File: config.mk
export PLATFORM = sky130hd
export DESIGN_NAME = acsc_top
export DESIGN_NICKNAME = d
export VERILOG_FILES = /design/src/rtl/acsc_pkg.sv /design/src/rtl/acsc_top.sv /design/src/rtl/acsc_fifo.sv
export SDC_FILE = /design/constraint.sdc
export NUM_CORES = 1
export LEC_CHECK = 0
export BUFFER_PORTS_ARGS = -buffer_cell sky130_fd_sc_hd__buf_2
export CORE_ASPECT_RATIO = 1.75
export CORE_MARGIN = 1
export CORE_UTILIZATION = 56
export CTS_CLUSTER_SIZE = 24
export DETAILED_ROUTE_END_ITERATION = 12
export PLACE_DENSITY = 0.76
export SYNTH_ARGS = -nofsm -noshare
export SYNTH_HDL_FRONTEND = slang
export SYNTH_SLANG_ARGS = --single-unit
export TNS_END_PERCENT = 20
File: constraint.sdc
create_clock -name clock -period 2.5 [get_ports clock]
set_clock_uncertainty 0.05 [all_clocks]
set_input_delay 0.125 -clock clock [delete_from_list [all_inputs] [get_ports clock]]
set_output_delay 0.125 -clock clock [all_outputs]
set_load 0.02 [all_outputs]
File: src/rtl/acsc_pkg.sv
// constants for the converter control and serial readout block
package acsc_pkg;
   localparam int unsigned WORD_BITS      = 24;
   localparam int unsigned FIFO_DEPTH     = 4;
   localparam int unsigned CLK_HZ         = 40000000;
   localparam int unsigned OSC_DIV        = 5;
   localparam int unsigned SCLK_DIV       = 4;
   localparam int unsigned BEGIN_SAMPLE_N_MCLKS     = 1600;
   localparam int unsigned START_MCLKS    = 64;
   localparam int unsigned EARLY_MCLKS    = 2;
   localparam int unsigned SYNC_STAGES    = 3;
   localparam logic [23:0] RESULT_SEED    = 24'h5A5A5A;
   localparam logic [23:0] RESULT_STEP    = 24'h012345;
   localparam logic [23:0] SIGN_FLIP      = 24'h800000;

   typedef enum logic [2:0] {
      ACSC_ST_STARTUP = 3'b000,
      ACSC_ST_IDLE    = 3'b001,
      ACSC_ST_CONVERT = 3'b010,
      ACSC_ST_HOLD    = 3'b011,
      ACSC_ST_SLEEP   = 3'b100
   } acsc_state_t;

   typedef enum logic [1:0] {
      ACSC_CK_OSC  = 2'b00,
      ACSC_CK_STOP = 2'b01,
      ACSC_CK_EXT  = 2'b10
   } acsc_clk_src_t;
endpackage

File: src/rtl/acsc_top.sv
// conversion sequencing, clock selection and serial readout of the converter
// Summary of operation
// - low-power pin low halts oscillator and analog, entering low-power state
// - reset holds logic; release starts analog startup; ready falls when done
// - low request starts conversion; requests during a running conversion ignored
// - finished conversion loads result into port register and drops ready
// - request still low when ready falls starts next conversion
// - master clock pin tied low selects on-chip oscillator
// - master clock pin held high stops all clocks and oscillator
// - toggling master clock pin runs internal circuitry from external clock
// - result shifted out msb first, advancing on shift clock rising edges
// - serial data output high impedance while chip select high
// - self-clocked mode drives shift clock derived from active master clock
// - self-clocked shift clock output high impedance while chip select high
// - ready stays high during conversion unless a previous word is still unread, falls when word available
// - ready returns high once every result bit shifted out
// - unread with chip select high: ready rises two master clocks before load
// - external mode, select low, unread: ready rises two master clocks early
// - port role high makes port master; low makes it slave
// - polarity high codes two's complement; low codes straight binary
`timescale 1ns/1ps
module acsc_top (
   input  wire logic clock,
   input  wire logic resetn,
   input  wire logic sleep_n,
   input  wire logic begin_sample_n,
   input  wire logic master_clock,
   input  wire logic port_role_select,
   input  wire logic polarity_select,
   input  wire logic chip_select_n,
   input  wire logic shift_clock_in,
   output logic      shift_clock_out,
   output logic      shift_clock_oe_n,
   output logic      serial_out,
   output logic      serial_out_oe_n,
   output logic      ready_n,
   output logic      low_power,
   output logic      osc_running,
   output logic      analog_on,
   output logic      self_clocked_mode,
   output logic      external_clocked_mode
);
   localparam int unsigned W = acsc_pkg::WORD_BITS;

   // pin synchronisers
   logic [2:0] s_mclk;
   logic [2:0] s_sclk;
   logic [2:0] s_begin_sample_n;
   logic [2:0] s_cs;
   logic [2:0] s_sleep;
   always_ff @(posedge clock or negedge resetn) begin
      if (!resetn) begin
         s_mclk  <= 3'h0;
         s_sclk  <= 3'h0;
         s_begin_sample_n  <= 3'h7;
         s_cs    <= 3'h7;
         s_sleep <= 3'h7;
      end else begin
         s_mclk  <= {s_mclk[1:0], master_clock};
         s_sclk  <= {s_sclk[1:0], shift_clock_in};
         s_begin_sample_n  <= {s_begin_sample_n[1:0], begin_sample_n};
         s_cs    <= {s_cs[1:0], chip_select_n};
         s_sleep <= {s_sleep[1:0], sleep_n};
      end
   end

   logic mclk_f_q;
   logic sclk_f_q;
   logic begin_sample_n_n_q;
   logic cs_n_q;
   logic sleep_n_q;
   always_ff @(posedge clock or negedge resetn) begin
      if (!resetn) begin
         mclk_f_q  <= 1'b0;
         sclk_f_q  <= 1'b0;
         begin_sample_n_n_q  <= 1'b1;
         cs_n_q    <= 1'b1;
         sleep_n_q <= 1'b1;
      end else begin
         if (s_mclk[2] == s_mclk[1]) mclk_f_q <= s_mclk[2];
         if (s_sclk[2] == s_sclk[1]) sclk_f_q <= s_sclk[2];
         if (s_begin_sample_n[2] == s_begin_sample_n[1]) begin_sample_n_n_q <= s_begin_sample_n[2];
         if (s_cs[2] == s_cs[1]) cs_n_q <= s_cs[2];
         if (s_sleep[2] == s_sleep[1]) sleep_n_q <= s_sleep[2];
      end
   end

   logic mclk_rise;
   logic sclk_rise;
   assign mclk_rise = (s_mclk[2] == s_mclk[1]) && s_mclk[2] && !mclk_f_q;
   assign sclk_rise = (s_sclk[2] == s_sclk[1]) && s_sclk[2] && !sclk_f_q;

   // master clock source detection
   logic [7:0]                  idle_cnt_q;
   acsc_pkg::acsc_clk_src_t     src_q;
   always_ff @(posedge clock or negedge resetn) begin
      if (!resetn) begin
         idle_cnt_q <= 8'h00;
         src_q      <= acsc_pkg::ACSC_CK_OSC;
      end else if (mclk_rise) begin
         idle_cnt_q <= 8'h00;
         src_q      <= acsc_pkg::ACSC_CK_EXT;
      end else if (idle_cnt_q != 8'hFF) begin
         idle_cnt_q <= idle_cnt_q + 8'h01;
      end else if (mclk_f_q) begin
         src_q <= acsc_pkg::ACSC_CK_STOP;
      end else begin
         src_q <= acsc_pkg::ACSC_CK_OSC;
      end
   end

   // internal oscillator divider
   logic [3:0] osc_cnt_q;
   logic       osc_tick;
   logic       osc_en;
   assign osc_en   = sleep_n_q && (src_q == acsc_pkg::ACSC_CK_OSC);
   assign osc_tick = osc_en && (osc_cnt_q == 4'(acsc_pkg::OSC_DIV - 1));
   always_ff @(posedge clock or negedge resetn) begin
      if (!resetn) begin
         osc_cnt_q <= 4'h0;
      end else if (!osc_en || osc_tick) begin
         osc_cnt_q <= 4'h0;
      end else begin
         osc_cnt_q <= osc_cnt_q + 4'h1;
      end
   end

   // one enable per internal master clock cycle
   logic mtick;
   always_comb begin
      unique case (src_q)
         acsc_pkg::ACSC_CK_EXT: mtick = mclk_rise && sleep_n_q;
         acsc_pkg::ACSC_CK_OSC: mtick = osc_tick;
         default:               mtick = 1'b0;
      endcase
   end

   // conversion sequencer
   acsc_pkg::acsc_state_t st_q;
   logic [11:0]           cnt_q;
   logic [23:0]           raw_q;
   logic                  load;
   logic                  early;
   logic                  unread_q;
   logic                  fifo_in_ready;
   assign load  = mtick && (st_q == acsc_pkg::ACSC_ST_CONVERT) && (cnt_q == 12'h000)
                  && fifo_in_ready;
   assign early = mtick && (st_q == acsc_pkg::ACSC_ST_CONVERT)
                  && (cnt_q == 12'(acsc_pkg::EARLY_MCLKS));
   always_ff @(posedge clock or negedge resetn) begin
      if (!resetn) begin
         st_q  <= acsc_pkg::ACSC_ST_STARTUP;
         cnt_q <= 12'(acsc_pkg::START_MCLKS);
         raw_q <= acsc_pkg::RESULT_SEED;
      end else if (!sleep_n_q) begin
         st_q <= acsc_pkg::ACSC_ST_SLEEP;
      end else if (mtick) begin
         unique case (st_q)
            acsc_pkg::ACSC_ST_SLEEP: begin
               st_q  <= acsc_pkg::ACSC_ST_STARTUP;
               cnt_q <= 12'(acsc_pkg::START_MCLKS);
            end
            acsc_pkg::ACSC_ST_STARTUP: begin
               if (cnt_q == 12'h000) begin
                  st_q <= acsc_pkg::ACSC_ST_HOLD;
               end else begin
                  cnt_q <= cnt_q - 12'h001;
               end
            end
            acsc_pkg::ACSC_ST_IDLE: begin
               if (!begin_sample_n_n_q) begin
                  st_q  <= acsc_pkg::ACSC_ST_CONVERT;
                  cnt_q <= 12'(acsc_pkg::BEGIN_SAMPLE_N_MCLKS - 1);
               end
            end
            acsc_pkg::ACSC_ST_CONVERT: begin
               if (cnt_q != 12'h000) begin
                  cnt_q <= cnt_q - 12'h001;
               end else if (fifo_in_ready) begin
                  raw_q <= raw_q + acsc_pkg::RESULT_STEP;
                  st_q  <= acsc_pkg::ACSC_ST_HOLD;
               end
            end
            acsc_pkg::ACSC_ST_HOLD: begin
               if (!begin_sample_n_n_q) begin
                  st_q  <= acsc_pkg::ACSC_ST_CONVERT;
                  cnt_q <= 12'(acsc_pkg::BEGIN_SAMPLE_N_MCLKS - 1);
               end else begin
                  st_q <= acsc_pkg::ACSC_ST_IDLE;
               end
            end
            default: st_q <= acsc_pkg::ACSC_ST_STARTUP;
         endcase
      end
   end

   // result fifo, the shifter drains it
   logic [23:0] coded;
   logic [23:0] fifo_out;
   logic        fifo_out_valid;
   logic        take;
   logic        busy_q;
   logic        flush_stale;
   assign coded = polarity_select ? (raw_q ^ acsc_pkg::SIGN_FLIP) : raw_q;
   assign take  = fifo_out_valid && !busy_q;
   assign flush_stale = early && unread_q && !busy_q;

   acsc_fifo #(
      .WIDTH (W),
      .DEPTH (acsc_pkg::FIFO_DEPTH)
   ) u_fifo (
      .clock     (clock),
      .resetn    (resetn),
      .flush     (flush_stale),
      .in_data   (coded),
      .in_valid  (load),
      .in_ready  (fifo_in_ready),
      .out_data  (fifo_out),
      .out_valid (fifo_out_valid),
      .out_ready (take)
   );

   // serial shifter
   logic [23:0] sh_q;
   logic [4:0]  bit_q;
   logic        master;
   logic [1:0]  div_q;
   logic        sck_q;
   logic        sck_adv;
   logic        started_q;
   assign master  = port_role_select;
   assign sck_adv = master ? (mtick && !cs_n_q && busy_q && (div_q == 2'h3) && !sck_q)
                           : (sclk_rise && !cs_n_q && busy_q);
   always_ff @(posedge clock or negedge resetn) begin
      if (!resetn) begin
         div_q <= 2'h0;
         sck_q <= 1'b0;
      end else if (!master || cs_n_q || !busy_q) begin
         div_q <= 2'h0;
         sck_q <= 1'b0;
      end else if (mtick) begin
         div_q <= div_q + 2'h1;
         if (div_q == 2'h3) sck_q <= !sck_q;
      end
   end

   always_ff @(posedge clock or negedge resetn) begin
      if (!resetn) begin
         sh_q      <= 24'h000000;
         bit_q     <= 5'h00;
         busy_q    <= 1'b0;
         unread_q  <= 1'b0;
         started_q <= 1'b0;
      end else if (take) begin
         sh_q      <= fifo_out;
         bit_q     <= 5'(W);
         busy_q    <= 1'b1;
         unread_q  <= 1'b1;
         started_q <= 1'b0;
      end else if (sck_adv) begin
         started_q <= 1'b1;
         unread_q  <= 1'b0;
         if (started_q || !master) begin
            sh_q <= {sh_q[22:0], 1'b0};
         end
         if (bit_q == 5'h01) begin
            busy_q <= 1'b0;
         end
         bit_q <= bit_q - 5'h01;
      end else if (early && unread_q) begin
         busy_q   <= 1'b0;
         unread_q <= 1'b0;
      end
   end

   // ready low once startup ends, until a conversion starts
   logic boot_q;
   always_ff @(posedge clock or negedge resetn) begin
      if (!resetn) begin
         boot_q <= 1'b0;
      end else if (!sleep_n_q || st_q == acsc_pkg::ACSC_ST_CONVERT) begin
         boot_q <= 1'b0;
      end else if (mtick && st_q == acsc_pkg::ACSC_ST_STARTUP && cnt_q == 12'h000) begin
         boot_q <= 1'b1;
      end
   end

   // pins
   logic rdy_d;
   assign rdy_d = !((busy_q && (st_q != acsc_pkg::ACSC_ST_STARTUP)) || boot_q);
   always_ff @(posedge clock or negedge resetn) begin
      if (!resetn) begin
         ready_n               <= 1'b1;
         serial_out            <= 1'b0;
         serial_out_oe_n       <= 1'b1;
         shift_clock_out       <= 1'b0;
         shift_clock_oe_n      <= 1'b1;
         low_power             <= 1'b0;
         osc_running           <= 1'b0;
         analog_on             <= 1'b0;
         self_clocked_mode     <= 1'b0;
         external_clocked_mode <= 1'b0;
      end else begin
         ready_n               <= rdy_d;
         serial_out            <= sh_q[23];
         serial_out_oe_n       <= cs_n_q;
         shift_clock_out       <= sck_q;
         shift_clock_oe_n      <= cs_n_q || !master;
         low_power             <= !sleep_n_q;
         osc_running           <= osc_en;
         analog_on             <= sleep_n_q && (src_q != acsc_pkg::ACSC_CK_STOP);
         self_clocked_mode     <= master;
         external_clocked_mode <= !master;
      end
   end
endmodule

File: src/rtl/acsc_fifo.sv
// small result word fifo with valid and ready on both sides
`timescale 1ns/1ps
module acsc_fifo #(
   parameter int unsigned WIDTH = 24,
   parameter int unsigned DEPTH = 4
) (
   input  wire logic             clock,
   input  wire logic             resetn,
   input  wire logic             flush,
   input  wire logic [WIDTH-1:0] in_data,
   input  wire logic             in_valid,
   output logic                  in_ready,
   output logic      [WIDTH-1:0] out_data,
   output logic                  out_valid,
   input  wire logic             out_ready
);
   localparam int unsigned AW = $clog2(DEPTH);
   logic [WIDTH-1:0] mem_q [DEPTH];
   logic [AW-1:0]    wr_q;
   logic [AW-1:0]    rd_q;
   logic [AW:0]      cnt_q;
   logic             push;
   logic             pop;

   assign in_ready  = (cnt_q != (AW+1)'(DEPTH));
   assign out_valid = (cnt_q != '0);
   assign out_data  = mem_q[rd_q];
   assign push      = in_valid && in_ready;
   assign pop       = out_valid && out_ready;

   always_ff @(posedge clock) begin
      if (push) begin
         mem_q[wr_q] <= in_data;
      end
   end

   always_ff @(posedge clock or negedge resetn) begin
      if (!resetn) begin
         wr_q  <= '0;
         rd_q  <= '0;
         cnt_q <= '0;
      end else if (flush) begin
         wr_q  <= '0;
         rd_q  <= '0;
         cnt_q <= '0;
      end else begin
         if (push) begin
            wr_q <= (wr_q == AW'(DEPTH-1)) ? '0 : wr_q + 1'b1;
         end
         if (pop) begin
            rd_q <= (rd_q == AW'(DEPTH-1)) ? '0 : rd_q + 1'b1;
         end
         cnt_q <= cnt_q + (AW+1)'(push) - (AW+1)'(pop);
      end
   end
endmodule

==> impl_metrics.py <==
metrics = {
    "outcome": {
        "status": "completed",
    },
    "drt": {
        "antenna_left": 0,
        "vias": 5432,
        "drt-pass1-iter-count": 4,
        "routed_wl_mm": 16.97,
        "wl_per_cell_um": 18.38,
        "drt_iter0_drc": 203,
        "drc_errors": 0,
        "avgViaCountPerCell": 5.885,
    },
    "yosys": {
        "post_synth_num_cell_types": 72,
        "yosys_most_used_dff": "dfrtp_1",
        "postSynthCellCount": 661,
        "synth_edf_count": 96,
        "ys_async_sr_fraction": 0.5676,
        "synth_top_area_frac": 0.3102,
        "synth-seq-area-share": 0.6533,
        "synth_nets": 690,
        "synth-seq-cells": 222,
        "netlist_area_um2": 9293,
        "synthTopCellsByArea": "edfxtp_1, dfrtp_1, dfstp_2, mux4_2, mux2i_1",
        "syn_area_per_cell_um2": 14.06,
        "synth_top_cell_by_area": "edfxtp_1",
        "yosys_warnings": 0,
    },
    "clock_tree": {
        "clk_pin_slew_ps": 70,
        "cts_tree": "built",
        "cts_max_level": 1,
        "cts_root_buf": "clkbuf_16",
        "cts_sinks": 222,
        "cts_buffers": 21,
        "clock_latency_ps": 500,
        "cts.path.max_buffers": 3,
    },
    "placement": {
        "io_buffers": 18,
        "dp_cells": 873,
        "gp_congestion": 0.8147,
        "place_ws_ps": 21.63,
        "dpl.hpwl_mm": 10.98,
    },
    "worst_setup_path": {
        "endpoint_kind": "flip-flop",
        "critPathMaxFanout": 4,
        "cp_data_required_time_ps": 2840,
        "slowest_delay_ps": 440,
        "r2r_slack_ps": 40,
        "cp_slowest_cell": "dfrtp_1",
        "worst_r2r_endpoint": "u_fifo.cnt_q[2]",
        "cp_top_family": "simple AND/OR/NAND/NOR gates",
        "crit_chain": "nor4_4, nand4_1, nor4_4, ha_2, inv_1, fa_2, xor2_2, xnor2_1, nor2_1",
        "arrival_ps": 2790,
        "crit_type": "flip-flop to flip-flop",
        "critPathBufInv": 1,
        "cp-start-kind": "flip-flop",
        "reg2regPathDepth": 9,
        "cpMostUsedCell": "nor4_4",
        "reg2reg_from": "cnt_q[9]",
    },
    "sta": {
        "slew_violations": 0,
        "slew_headroom": 0.5258,
        "fin_ws_ps": 41.98,
        "finalSetupTns_ps": 0,
        "final-hold-violation-count": 0,
        "timing.fmax_ghz": 0.4068,
        "finalCritPeriodShare": 0.9832,
        "setup-violations-final": 0,
        "fin_crit_ps": 2458,
        "tightestPinTransition_ps": 709.6,
        "rsz0062_at_grt": "yes",
    },
    "floorplan": {
        "num_rows": 62,
        "start_util": 0.5704,
        "ios": 19,
        "die_area_um2": 17130,
        "die-width_um": 99.38,
        "die_h_um": 172.4,
        "core-area_um2": 16290,
    },
    "global_route": {
        "overflow": 0,
        "grt_pass1_vias": 5783,
        "global_route.usage.met3": 0.02466,
        "grt_use_total": 0.2120,
        "grt.busiest_layer": "met2",
        "grt_use_met1": 0.2379,
        "grt_pass1_wl_mm": 28.41,
        "grt_max_degree": 48,
        "met2_usage": 0.4064,
        "antenna_found_initial": 0,
    },
    "layout": {
        "final_cells": 923,
        "drive_gt1_frac": 0.2202,
        "syn2layout_area_growth_pct": 14.96,
        "antenna_cells": 0,
        "fin_nets": 745,
    },
    "job": {
        "max_cap_violations": 0,
    },
    "pwr": {
        "cellLeakagePower_nw": 4.284,
        "power_mw": 8.530,
        "powerDensity_nw_per_um2": 798.5,
        "max-vdd-ir-drop_uv": 572.2,
    },
    "worst_hold_path": {
        "hold_class": "primary input to asynchronous set/reset pin",
    },
}
[cells in the final DEF (no fill, tap or decap), drive strengths merged, types with 4 or more instances in the layout]
cell         instances
a211oi               5
a21oi               20
and2                 8
and3                 7
buf                 48
bufinv               4
clkbuf              29
dfrtp               98
dfstp               28
dlygate4sd3          8
edfxtp              96
ha                  19
inv                 28
mux2i               26
mux4                24
nand2               61
nand3               14
nand4                9
nor2                32
nor3                 9
nor4                 6
o21ai               45
or3                  4
or4                  5
xnor2               21
xor2                12
[state kept, by name (all words and copies together) (netlist names), 2 cells and up]
name / cells
div_q: 2
cnt_q: 12
bit_q: 5
u_fifo.wr_q: 2
u_fifo.rd_q: 2
osc_cnt_q: 4
sh_q: 24
u_fifo.cnt_q: 3
u_fifo.mem_q: 96
s_mclk: 3
src_q: 2
st_q: 3
s_begin_sample_n: 3
idle_cnt_q: 8
raw_q: 24
s_cs: 3
s_sleep: 3
s_sclk: 3
[worst register-to-register path, cell delays in order (launching register included)]
cell and delay [ps]:
dfrtp_1 440, nor4_4 310, nand4_1 240, nor4_4 290, ha_2 210, inv_1 50, fa_2 340, xor2_2 160
xnor2_1 200, nor2_1 60
[routing by layer]
layer | up-vias | routed length, um
li1 | 2523 | -
met5 | - | 0
met3 | 40 | 489
met2 | 97 | 9585
met1 | 2772 | 6411
met4 | 0 | 482
[worst max path at each step]
stage,startpoint,endpoint,slack [ps],cells past startpoint
3_3_place_gp,osc_cnt_q[0],u_fifo.cnt_q[2],110,11
4_1_cts,cnt_q[5],u_fifo.cnt_q[2],10,9
6_report,cnt_q[9],u_fifo.cnt_q[2],40,9
3_5_place_dp,osc_cnt_q[0],u_fifo.cnt_q[2],20,11
5_1_grt,osc_cnt_q[1],u_fifo.cnt_q[2],-70,11
2_1_floorplan,osc_cnt_q[0],u_fifo.mem_q[1][0],-160,7
[timing repair]
item,CTS,global route
hold buffers,8,0
hold endpoints to repair,56,0
setup endpoints to repair,1,3
resized for setup,4,3
buffers inserted,4,0
pin swaps,5,2
[synth_stat cells, drive strengths merged (14+ instances only)]
| library cell | instances |
|---|---|
| a21oi | 20 |
| dfrtp | 98 |
| dfstp | 28 |
| edfxtp | 96 |
| ha | 19 |
| inv | 26 |
| mux2i | 26 |
| mux4 | 24 |
| nand2 | 61 |
| nand3 | 14 |
| nor2 | 32 |
| o21ai | 45 |
| xnor2 | 21 |
[area by class of cell]
type                    count  area (um2)
repair buffers             56       485.5
fillers                  1138        5608
clock buffers              29       586.8
flip-flops and latches    222        6072
clock inverters             9       157.7
inverters                  26       97.59
well taps                 192       240.2
multi-input cells         389        3043
[power breakdown]
| part | total, mW | internal, mW | leakage (nW) | switching [mW] |
|---|---|---|---|---|
| clock | 3.39 | 2.07 | 0.355 | 1.32 |
| combinational | 0.808 | 0.365 | 1.50 | 0.443 |
| sequential | 4.33 | 4.11 | 2.42 | 0.224 |
| total | 8.53 | 6.54 | 4.28 | 1.99 |
[kinds of logic (layout without fill, tap and decap cells)]
group / after synthesis / after routing / share of synthesized area
AO/OA/AOI/OAI: 104 / 104 / 0.07177
XOR/XNOR: 33 / 33 / 0.03110
adder cells (fa/ha/maj): 23 / 23 / 0.03097
buffers and inverters: 50 / 120 / 0.02302
flip-flops: 222 / 222 / 0.6533
multiplexers: 53 / 53 / 0.08981
AND/OR/NAND/NOR: 176 / 176 / 0.1000
[through the flow]
| step | instance area [um2] | util | hold WS [ps] |
|---|---|---|---|
| 2_1_floorplan | 9298 | - | -220.6 |
| 3_3_place_gp | 9799 | 0.6015 | 118.3 |
| 3_5_place_dp | 9799 | 0.6015 | 126.8 |
| 4_1_cts | 10670 | 0.6548 | 151.7 |
| 5_1_grt | 10680 | 0.6558 | 185.3 |
| 6_report | 10680 | 0.6558 | 134.6 |
Note: power is estimated with default switching activity, not from simulation.
